==> config.mk <==
export PLATFORM = sky130hd
export DESIGN_NAME = fcs_host
export DESIGN_NICKNAME = d
export VERILOG_FILES = /design/src/rtl/fcs_pkg.sv /design/src/rtl/fcs_host.sv
export SDC_FILE = /design/constraint.sdc
export NUM_CORES = 1
export LEC_CHECK = 0
export BUFFER_PORTS_ARGS = -buffer_cell sky130_fd_sc_hd__buf_2
export CAP_MARGIN = 40
export CELL_PAD_IN_SITES_DETAIL_PLACEMENT = 2
export CELL_PAD_IN_SITES_GLOBAL_PLACEMENT = 2
export CORE_ASPECT_RATIO = 1.75
export CORE_MARGIN = 2
export CORE_UTILIZATION = 39
export CTS_BUF_LIST = sky130_fd_sc_hd__clkbuf_2
export DETAILED_ROUTE_END_ITERATION = 7
export PLACE_DENSITY_LB_ADDON = 0.12
export SYNTH_ARGS = -nofsm -noshare
export SYNTH_HDL_FRONTEND = slang
export SYNTH_SLANG_ARGS = --single-unit
==> constraint.sdc <==
create_clock -name SYS_CLK -period 3.5 [get_ports SYS_CLK]
set_input_delay 0.525 -clock SYS_CLK [delete_from_list [all_inputs] [get_ports SYS_CLK]]
set_output_delay 0.525 -clock SYS_CLK [all_outputs]
set_load 0.01 [all_outputs]
==> src/rtl/fcs_pkg.sv <==
// Package: command codes, pin bundle, timing counts for the flash command host
package fcs_pkg;
  localparam int ADDR_W = 17;
  localparam int DATA_W = 8;
  localparam logic [7:0] CMD_READ = 8'h00;
  localparam logic [7:0] CMD_SIG = 8'h90;
  localparam logic [7:0] CMD_ERASE = 8'h20;
  localparam logic [7:0] CMD_EVERIFY = 8'hA0;
  localparam logic [7:0] CMD_RESET = 8'hFF;
  localparam logic [7:0] ERASED_BYTE = 8'hFF;
  localparam logic [7:0] ZERO_BYTE = 8'h00;
  localparam logic [16:0] SIG_MAKER_ADDR = 17'h00000;
  localparam logic [16:0] SIG_DEVICE_ADDR = 17'h00001;
  localparam int CLK_PERIOD_NS = 100;
  // Write pulse low time and strobe high time, ns
  localparam int WRITE_PULSE_NS = 40;
  localparam int WRITE_HIGH_NS = 20;
  localparam int WRITE_PULSE_CYC = (WRITE_PULSE_NS + CLK_PERIOD_NS - 1) / CLK_PERIOD_NS;
  localparam int WRITE_HIGH_CYC = (WRITE_HIGH_NS + CLK_PERIOD_NS - 1) / CLK_PERIOD_NS;
  // Read access, ns (slowest grade)
  localparam int READ_ACCESS_NS = 200;
  localparam int READ_ACCESS_CYC = (READ_ACCESS_NS + CLK_PERIOD_NS - 1) / CLK_PERIOD_NS + 1;
  // Write strobe high to output enable low, us
  localparam int WRITE_TO_READ_US = 6;
  localparam int WRITE_TO_READ_CYC = (WRITE_TO_READ_US * 1000 + CLK_PERIOD_NS - 1) / CLK_PERIOD_NS;
  // Erase duration, ms
  localparam int ERASE_MS = 10;
  localparam int ERASE_CYC = ERASE_MS * 1000000 / CLK_PERIOD_NS;
  localparam logic [1:0] OP_ERASE = 2'h0;
  localparam logic [1:0] OP_SIG = 2'h1;
  localparam logic [1:0] OP_READ = 2'h2;
  localparam logic [1:0] OP_ABORT = 2'h3;

  typedef struct packed {
    logic ce_n;
    logic we_n;
    logic oe_n;
    logic [ADDR_W-1:0] addr;
    logic [DATA_W-1:0] dq_out;
    logic dq_oe;
  } fcs_pins_t;
endpackage : fcs_pkg

==> src/rtl/fcs_host.sv <==
// Host sequencer that drives the flash command register over its parallel pins
`timescale 1ns/1ps
// How it works
// - Command write drops write strobe with chip select low; address and data are set up together before the fall.
// - Identification ends by the host writing another valid command.
// - Host must program all bytes to 00h before erase; caller guarantees this.
// - Host writes 20h twice: first arms erase, second launches it.
// - Erase-verify write carries A0h plus the byte address in one cycle.
// - Host repeats verify write and one read for every byte address.
// - On a failed verify, host erases again and resumes at that address; the MAX_ERASE_TRIES-th failed verify ends the operation with FAIL instead.
// - Abort writes FFh twice, then a read command.
module fcs_host #(
  parameter int ERASE_CYCLES = fcs_pkg::ERASE_CYC,
  parameter int MAX_ERASE_TRIES = 1000,
  parameter logic [16:0] LAST_ADDR = 17'h1FFFF
) (
  input wire logic SYS_CLK, // 10 MHz clock
  input wire logic RSTN, // Async reset, active low
  input wire logic START, // Pulse: begin operation in OP
  input wire logic [1:0] OP, // Operation select
  input wire logic [16:0] ADDR, // Array address for OP_READ
  output logic BUSY, // High while an operation runs
  output logic DONE, // One-cycle pulse at operation end
  output logic FAIL, // Erase gave up, valid with DONE
  output logic [7:0] RDATA, // Last byte read
  output logic [7:0] SIG_MAKER, // Maker code
  output logic [7:0] SIG_DEVICE, // Device type code
  output logic [16:0] F_ADDR, // Flash address pins
  output logic F_CE_N, // Flash chip enable
  output logic F_WE_N, // Flash write strobe
  output logic F_OE_N, // Flash output enable
  output logic [7:0] F_DQ_O, // Flash data out
  output logic F_DQ_OE, // High while host drives data
  input wire logic [7:0] F_DQ_I // Flash data in
);
  typedef enum logic [8:0] {
    S_IDLE = 9'h001, S_WLOW = 9'h002, S_WHIGH = 9'h004, S_RWAIT = 9'h008, S_RDO = 9'h010,
    S_ERWAIT = 9'h020, S_NEXT = 9'h040, S_DONE = 9'h080, S_GAP = 9'h100
  } fcs_state_t;

  fcs_state_t state, next_state;
  fcs_pkg::fcs_pins_t pins, next_pins;
  logic [7:0] dq_s1, dq_s2;
  logic [3:0] step, next_step;
  logic [1:0] op, next_op;
  logic [16:0] vaddr, next_vaddr;
  logic [31:0] cnt, next_cnt;
  logic [15:0] tries, next_tries;
  logic [7:0] rdata, next_rdata, maker, next_maker, dev, next_dev;
  logic fail, next_fail;

  // Two flops on the data pins before anything reads them
  always_ff @(posedge SYS_CLK or negedge RSTN) begin
    if (!RSTN) begin
      dq_s1 <= 8'h00;
      dq_s2 <= 8'h00;
    end else begin
      dq_s1 <= F_DQ_I;
      dq_s2 <= dq_s1;
    end
  end

  // Per step: write command byte, or read; step list walks the whole operation
  function automatic logic [8:0] step_cmd(input logic [1:0] o, input logic [3:0] s);
    // {is_write, data}
    logic [8:0] r;
    r = {1'b0, 8'h00};
    case (o)
      fcs_pkg::OP_READ: r = (s == 4'h0) ? {1'b1, fcs_pkg::CMD_READ} : {1'b0, 8'h00};
      fcs_pkg::OP_SIG: case (s)
        4'h0: r = {1'b1, fcs_pkg::CMD_SIG};
        4'h3: r = {1'b1, fcs_pkg::CMD_READ};
        default: r = {1'b0, 8'h00};
      endcase
      fcs_pkg::OP_ABORT: r = {1'b1, (s == 4'h2) ? fcs_pkg::CMD_READ : fcs_pkg::CMD_RESET};
      default: case (s)
        // Caller must have programmed every byte to 00h first
        4'h0: r = {1'b1, fcs_pkg::CMD_ERASE};
        4'h1: r = {1'b1, fcs_pkg::CMD_ERASE};
        4'h2: r = {1'b1, fcs_pkg::CMD_EVERIFY};
        4'h4: r = {1'b1, fcs_pkg::CMD_READ};
        default: r = {1'b0, 8'h00};
      endcase
    endcase
    return r;
  endfunction : step_cmd

  function automatic logic [3:0] last_step(input logic [1:0] o);
    case (o)
      fcs_pkg::OP_READ: last_step = 4'h1;
      fcs_pkg::OP_SIG: last_step = 4'h3;
      fcs_pkg::OP_ABORT: last_step = 4'h2;
      default: last_step = 4'h4;
    endcase
  endfunction : last_step

  always_comb begin
    logic [8:0] sc;
    logic [31:0] erase_len;
    sc = step_cmd(op, step);
    erase_len = ERASE_CYCLES;
    next_state = state;
    next_pins = pins;
    next_step = step;
    next_op = op;
    next_vaddr = vaddr;
    next_cnt = cnt;
    next_tries = tries;
    next_rdata = rdata;
    next_maker = maker;
    next_dev = dev;
    next_fail = fail;
    case (state)
      S_IDLE: begin
        next_pins.ce_n = 1'b1;
        next_pins.we_n = 1'b1;
        next_pins.oe_n = 1'b1;
        next_pins.dq_oe = 1'b0;
        if (START) begin
          next_op = OP;
          next_step = 4'h0;
          next_vaddr = 17'h00000;
          next_tries = 16'h0000;
          next_fail = 1'b0;
          next_state = S_GAP;
        end
      end
      S_GAP: begin
        // Present address, data and select together, before the strobe falls
        next_pins.oe_n = 1'b1;
        next_pins.ce_n = 1'b0;
        next_cnt = 32'd0;
        if (sc[8]) begin
          next_pins.addr = (op == fcs_pkg::OP_ERASE && step == 4'h2) ? vaddr : 17'h00000;
          next_pins.dq_out = sc[7:0];
          next_pins.dq_oe = 1'b1;
          next_state = S_WLOW;
        end else begin
          next_pins.dq_oe = 1'b0;
          if (op == fcs_pkg::OP_SIG) begin
            next_pins.addr = (step == 4'h1) ? fcs_pkg::SIG_MAKER_ADDR : fcs_pkg::SIG_DEVICE_ADDR;
          end else if (op == fcs_pkg::OP_READ) begin
            next_pins.addr = ADDR;
          end
          // Verify read keeps the latched address on the pins anyway
          next_state = S_RWAIT;
        end
      end
      S_WLOW: begin
        next_pins.we_n = 1'b0;
        next_cnt = cnt + 32'd1;
        if (cnt >= 32'(fcs_pkg::WRITE_PULSE_CYC)) begin
          next_cnt = 32'd0;
          next_state = S_WHIGH;
        end
      end
      S_WHIGH: begin
        // Device latches data at this rising edge
        next_pins.we_n = 1'b1;
        next_cnt = cnt + 32'd1;
        if (cnt >= 32'(fcs_pkg::WRITE_HIGH_CYC)) begin
          next_cnt = 32'd0;
          next_pins.dq_oe = 1'b0;
          next_pins.ce_n = 1'b1;
          next_state = (op == fcs_pkg::OP_ERASE && step == 4'h1) ? S_ERWAIT : S_NEXT;
        end
      end
      S_ERWAIT: begin
        next_cnt = cnt + 32'd1;
        if (cnt >= erase_len) begin
          next_state = S_NEXT;
        end
      end
      S_RWAIT: begin
        // Output enable stays off through the write-to-read gap, then the access time runs
        next_pins.oe_n = (cnt < 32'(fcs_pkg::WRITE_TO_READ_CYC));
        next_cnt = cnt + 32'd1;
        if (cnt >= 32'(fcs_pkg::WRITE_TO_READ_CYC + fcs_pkg::READ_ACCESS_CYC)) begin
          next_state = S_RDO;
        end
      end
      S_RDO: begin
        next_pins.oe_n = 1'b1;
        next_pins.ce_n = 1'b1;
        next_rdata = dq_s2;
        if (op == fcs_pkg::OP_SIG && step == 4'h1) begin
          next_maker = dq_s2;
        end
        if (op == fcs_pkg::OP_SIG && step == 4'h2) begin
          next_dev = dq_s2;
        end
        next_state = S_NEXT;
        if (op == fcs_pkg::OP_ERASE) begin
          if (dq_s2 != fcs_pkg::ERASED_BYTE) begin
            next_tries = tries + 16'h0001;
            next_step = 4'h0;
            // Restart erase; vaddr kept so verify resumes here
            next_state = (tries >= 16'(MAX_ERASE_TRIES - 1)) ? S_DONE : S_GAP;
            next_fail = (tries >= 16'(MAX_ERASE_TRIES - 1));
          end else if (vaddr != LAST_ADDR) begin
            next_vaddr = vaddr + 17'h00001;
            next_step = 4'h2;
            next_state = S_GAP;
          end
        end
      end
      S_NEXT: begin
        if (step == last_step(op)) begin
          next_state = S_DONE;
        end else begin
          next_step = step + 4'h1;
          next_state = S_GAP;
        end
      end
      S_DONE: begin
        next_state = S_IDLE;
      end
      default: begin
        next_state = S_IDLE;
      end
    endcase
  end

  always_ff @(posedge SYS_CLK or negedge RSTN) begin
    if (!RSTN) begin
      state <= S_IDLE;
      pins <= '{ce_n: 1'b1, we_n: 1'b1, oe_n: 1'b1, addr: 17'h00000, dq_out: 8'h00, dq_oe: 1'b0};
      step <= 4'h0;
      op <= 2'h0;
      vaddr <= 17'h00000;
      cnt <= 32'd0;
      tries <= 16'h0000;
      rdata <= 8'h00;
      maker <= 8'h00;
      dev <= 8'h00;
      fail <= 1'b0;
    end else begin
      state <= next_state;
      pins <= next_pins;
      step <= next_step;
      op <= next_op;
      vaddr <= next_vaddr;
      cnt <= next_cnt;
      tries <= next_tries;
      rdata <= next_rdata;
      maker <= next_maker;
      dev <= next_dev;
      fail <= next_fail;
    end
  end

  assign BUSY = (state != S_IDLE);
  assign DONE = (state == S_DONE);
  assign FAIL = fail;
  assign RDATA = rdata;
  assign SIG_MAKER = maker;
  assign SIG_DEVICE = dev;
  assign F_ADDR = pins.addr;
  assign F_CE_N = pins.ce_n;
  assign F_WE_N = pins.we_n;
  assign F_OE_N = pins.oe_n;
  assign F_DQ_O = pins.dq_out;
  assign F_DQ_OE = pins.dq_oe;
endmodule : fcs_host

# --- Yosys cells after proc, flatten, opt, wreduce, memory -nomap -nowiden ---
# Cells that the tools add are included.
word_totals:
  register_bits: 150
  latchBits: 0
  ramBits: 0
  mem_bits_ro: 0
  input_bits: 30
  out_inout_bits: 56
  wordCells: 142
  n_memories: 0
op_classes:
  add_sub_neg: 4
  mul: 0
  div_mod_pow: 0
  order_cmp: 5
  eq_ne: 31
  n_shift: 0
  n_mux: 53
  bitwise_logic: 0
  n_reduce_logical: 31
ops:
  columns: ["op", "count"]
  rows:
  - ["2-to-1 mux 17 bit", 8]
  - ["2-to-1 mux 9 bit", 11]
  - ["case mux 32 bit (3 select lines)", 1]
  - ["case mux 9 bit (8 select lines)", 1]
  - ["case mux 9 bit (3 select lines)", 2]
  - ["2-to-1 mux 16 bit", 3]
  - ["case mux 17 bit (2 select lines)", 1]
  - ["adder 32 x 1 -> 32 bit, second input constant", 1]
  - ["greater-or-equal comparator 32 x 1 -> 1 bit, second input constant", 1]
  - ["greater-or-equal comparator 32 x 17 -> 1 bit, second input constant", 1]
  - ["greater-or-equal comparator 32 x 6 -> 1 bit, second input constant", 1]
  - ["less-than comparator 32 x 6 -> 1 bit, second input constant", 1]
  - ["2-to-1 mux 32 bit", 1]
  - ["case mux 16 bit (2 select lines)", 1]
  - ["2-to-1 mux 4 bit", 7]
  - ["inequality test 2 bit, second input constant", 10]
  - ["case mux 9 bit (2 select lines)", 1]
  - ["adder 17 x 1 -> 17 bit, second input constant", 1]
  - ["inequality test 17 bit, second input constant", 1]
  - ["adder 16 x 1 -> 16 bit, second input constant", 1]
  - ["greater-or-equal comparator 16 x 10 -> 1 bit, second input constant", 1]
  - ["AND reduction 5 bit", 3]
  - ["nonzero test 3 bit", 5]
  - ["AND reduction 2 bit", 7]
  - ["other kinds (33)", 53]

# --- Longest topological paths before layout ---
logic_depth:
  depth_word: 6
  depth_mapped: 10
  depth_no_buf: 9

# --- Worst setup path after synthesis ---
# Ideal clock, no wire load.
synth_timing:
  path_type: "flip-flop to flip-flop"
  from: "register vaddr[9]"
  to: "register vaddr[11]"
  setup_time_ns: 0.132
  arrival_time_ns: 2.343
  path_slack_ns: 1.025
  path_stages_with_launch: 11
  n_path_buf: 1
  path_cell_list: "dfrtp_1 and4_1 and2_2 and3_2 and4_1 ha_1 nor4b_4 buf_6 nand3_1 xor2_1 nor2_2"
synth_between:
  elab_chain_cells: 5
  elab_cells_between_ends: 8
  cone_classes: "1 x add/sub; 2 x eq/ne; 4 x mux; 1 x reduce/logical"
synth_rtl:
  columns: ["item", "line_no", "source"]
  rows:
  - ["start, declared", "fcs_host.sv:46", "logic [16:0] vaddr, next_vaddr;"]
  - ["start signal, assigned", "fcs_host.sv:242", "vaddr <= next_vaddr;"]
  - ["adder 17 x 1 -> 17 bit", "fcs_host.sv:201", "next_vaddr = vaddr + 17'h00001;"]
  - ["2-to-1 mux 17 bit", "fcs_host.sv:200", "end else if (vaddr != LAST_ADDR) begin"]
  - ["2-to-1 mux 17 bit", "fcs_host.sv:194", "if (dq_s2 != fcs_pkg::ERASED_BYTE) begin"]
  - ["2-to-1 mux 17 bit", "fcs_host.sv:193", "if (op == fcs_pkg::OP_ERASE) begin"]
  - ["case mux 17 bit (2 select lines)", "fcs_host.sv:113", "case (state)"]
# Parallel ways exist; a longest one is shown, timed or not. The select of a mux whose other input is x is not followed.
# A chain may end at the register's enable or synchronous reset.

# --- Worst setup path in the final report ---
layout_timing:
  from: "register step[1]"
  to: "register pins (netlist bit F_ADDR[12])"
layout_between:
  elab_chain_cells: 6
  elab_cells_between_ends: 15
  cone_classes: "4 x eq/ne; 6 x mux; 5 x reduce/logical"
layout_rtl:
  columns: ["item", "line_no", "source"]
  rows:
  - ["start, declared", "fcs_host.sv:44", "logic [3:0] step, next_step;"]
  - ["start signal, assigned", "fcs_host.sv:240", "step <= next_step;"]
  - ["== test 4 x 1 -> 1 bit or logical NOT 4 bit (tied branches)", "fcs_host.sv:76, fcs_host.sv:69, fcs_host.sv:70", null]
  - ["OR reduction 2 bit (no line)", null, null]
  - ["case mux 9 bit (3 select lines)", "fcs_host.sv:76", "default: case (s)"]
  - ["case mux 9 bit (3 select lines)", "fcs_host.sv:68", "case (o)"]
  - ["nonzero test 3 bit (no line)", null, null]
  - ["AND reduction 2 bit (no line)", null, null]
  - ["end signal, assigned", "fcs_host.sv:227", "pins <= '{ce_n: 1'b1, we_n: 1'b1, oe_n: 1'b1, addr: 17'h00000, dq_out: 8'h00, dq_oe: 1'b0};"]
  - ["end signal, assigned", "fcs_host.sv:239", "pins <= next_pins;"]
  - ["end, declared", "fcs_host.sv:42", "fcs_pkg::fcs_pins_t pins, next_pins;"]
# Parallel ways exist; a longest one is shown, timed or not.

==> impl_summary.txt <==
----------------------------------------------------
[Power and ir drop]
  Worst IR Drop VDD ... roughly 0.00028 V
  Power density over the cells ... 556 nW/um^2
  Leak Pwr ... 3.88 nW

[Layout]
  Utilization of the core after routing ... 0.455
  Filler Cell Count ... 1985
  Fraction of layout instances using a drive strength above 1 ... 0.216
  Layout Area Growth over Synthesis ... 14.7%
  Nets ... ~860

[Timing]
  Worst Skew ... approximately 0.045 ns
  Worst slew margin ... 0.521
  Slew @ Worst Pin ... 0.718 ns
  Maximum achievable frequency ... 0.317 GHz
  Post-Route Setup TNS ... 0 ns
  Unrepaired setup endpoints after global routing ... false
  Worst hold-check slack ... 0.0917 ns
  Final setup violating endpoints ... 0
  Tcrit/Tclk final ... 0.901
  Number of pins exceeding their max-slew limit in the final report ... 0
  Final worst setup slack ... 0.347 ns
  Final count of hold timing violations ... 0
  Shortest period the worst path allows ... 3.15 ns

[Floorplanning]
  IO Count ... 86
  Die X-Extent ... 106 um
  Floorplan die area ... around 20000 um^2
  Area of the core ... 18100 um^2
  Die Height ... 183 um
  Starting density of the core ... 0.397
  Site row count ... 65

[Yosys]
  Async SR Flop Fraction ... 1.00
  Biggest area contributors in the synthesized netlist ... dfrtp_1 (50%), nand2_1 (4.8%), nor2_1 (3.8%)
  Post-synth net total ... 759
  Most common library cells after synthesis ... dfrtp_1 (142), nand2_1 (92), nor2_1 (72)
  Largest area contributor in the netlist ... dfrtp_1
  Post-synthesis average cell area ... around 10 um^2
  Most common cell in the synthesized netlist ... dfrtp_1
  Post-synthesis instance area ... 7170 um^2
  Number of register bits inferred by synthesis ... 146
  Yosys warning total ... 0
  Synthesized instance count ... 715
  Yosys cell types ... 66
  Sequential element share of the synthesized area ... 0.511
  Dominant register cell in the synthesized netlist ... dfrtp_1
  Area share of the largest cell type after synthesis ... 0.496
  Number of enable-type register cells in the synthesized netlist ... 0

[Detailed routing]
  Post-route DRC ... 0
  DRT iter0 DRCs ... 252
  Average via count per standard cell ... 5.57
  Routed wirelength normalized by instance count ... 19.8 um
  Final wirelength ... 21000 um
  Count of antenna-violating nets left after detailed routing ... 0
  Total number of vias ... 5901
  Drt first pass iters ... 4

[Worst setup path]
  Launching element type of the critical path ... flop
  Critical Path Fanout Max ... 10
  Arrival time worst endpoint ... 3.83 ns
  Worst setup path class ... reg -> reg
  Worst setup path startpoint ... step[1]
  Beginning of the worst register-to-register path ... step[1]
  Required time worst endpoint ... about 4.2 ns
  Crit end category ... flop
  Worst reg-to-reg setup slack ... 0.35 ns

[Placed design]
  IO Port Bufs ... 85
  Minimum setup slack after placement ... 0.539 ns
  Half-perimeter wire length after placement ... 15500 um
  Final Wtd Congestion ... slightly above 0.8

[CTS]
  Worst-skew pair later-pin latency ... 0.74 ns
  Number of buffers inserted to repair setup after CTS ... 0
  Number of clock buffers inserted by TritonCTS ... 17
  Clk buf depth ... 2
  CTS tree ... yes
  CTS H-tree depth ... 4
  Clock root buffer master ... clkbuf_2
  CTS sink cnt ... 146
  Clock transition at the register clock pins on the worst setup and hold paths after CTS ... 0.23 ns

[Min path]
  Class of the worst hold path ... in -> reg
  Worst min-delay path startpoint ... ADDR[4]

[Global routing]
  Number of antenna violations at the first check in global routing ... 1
  First-pass GRT wire length ... 35000 um
  GR Overflow Total ... 0
  Number of global-route vias before repair ... 6667
  Global-route usage over all layers ... 0.229
  Largest net degree at the start of global routing ... 62

[Status]
  Run status ... completed

[Flow run]
  Max Cap Violations ... 0

----------------------------------------------------
[repair_timing]
action | in CTS | in global routing
endpoints found under the hold margin | 70 | 0
resized for setup | 0 | 0
hold buffers | 14 | 0
[cells by family after synthesis]
group / synth area share
AND/OR/NAND/NOR: 0.241
flip-flops: 0.511
AO/OA/AOI/OAI: 0.0922
XOR/XNOR: 0.0636
buffers and inverters: 0.0307
multiplexers: 0.0372
adder cells (fa/ha/maj): 0.0244
[power breakdown]
| part | switching, mW | leakage (nW) | internal [mW] | total [mW] |
|---|---|---|---|---|
| combinational | 1.00 | 1.78 | 0.519 | 1.52 |
| clock | 0.673 | 0.134 | 0.332 | 1.00 |
| sequential | 0.160 | 1.96 | 1.88 | 2.04 |
[layout make-up]
| class | count | area (um^2) | area share |
|---|---|---|---|
| antenna | 1 | 2.50 | 0.000305 |
| clock buffer | 17 | 85.1 | 0.0104 |
| clock inverter | 15 | 158 | 0.0192 |
| inverter | 12 | 45.0 | 0.00548 |
| multi-input combinational | 524 | 3300 | 0.402 |
| sequential | 146 | 3660 | 0.445 |
| tap | 234 | 293 | 0.0356 |
| timing repair buffer | 111 | 674 | 0.0821 |
[flip-flops by register name, summed over array words and instances (netlist names), 2 cells and up]
name,cells
op,2
cnt,32
tries,16
SIG_DEVICE,8
SIG_MAKER,8
state,9
dq_s1,8
F_DQ_O,4
vaddr,17
step,4
dq_s2,8
RDATA,8
F_ADDR,17
[worst paths after layout]
check | to | cells past startpoint
setup / recovery | F_ADDR[12] | 8
hold / removal | F_ADDR[4] | 3
setup reg to reg | F_ADDR[12] | 8
hold reg to reg | dq_s2[1] | 0
max in group asynchronous | F_WE_N | 3
min in group asynchronous | F_ADDR[3] | 2
[placed cells by master (no fill, tap or decap), drive strengths merged, types with 18 or more instances in the layout]
| master | n |
|---|---|
| xor2 | 28 |
| nor4 | 18 |
| nand3 | 29 |
| xnor2 | 24 |
| dfrtp | 142 |
| nor2 | 77 |
| nand2 | 92 |
| mux2 | 21 |
| nand4 | 31 |
| buf | 97 |
| o21ai | 35 |
| nor3 | 19 |
[routing by layer]
metal	GRT usage	vias up	part of all wire
met5	0	-	0
met2	0.450	91	0.58
li1	-	2747	-
met1	0.237	3023	0.37
met4	0.0857	0	0.028
met3	0.0409	40	0.028
[worst max-delay path: stages, from the launching register on]
cell and delay, ns:
dfrtp_1 0.52, inv_1 0.12, ha_1 0.25, o311ai_0 0.61, o221ai_1 0.50, nor2_1 0.54
buf_4 0.27, a22oi_1 0.09, o21ai_0 0.20
[metrics by stage]
step,area (um^2),total power [mW],instances
final,8220,4.57,1060
after global routing,8220,4.89,1060
after CTS,8210,4.67,1059
after detailed placement,7830,3.61,1013
after global placement,7820,3.53,1012
after floorplan,7170,3.01,715
Power figures use the tool's default switching activity.
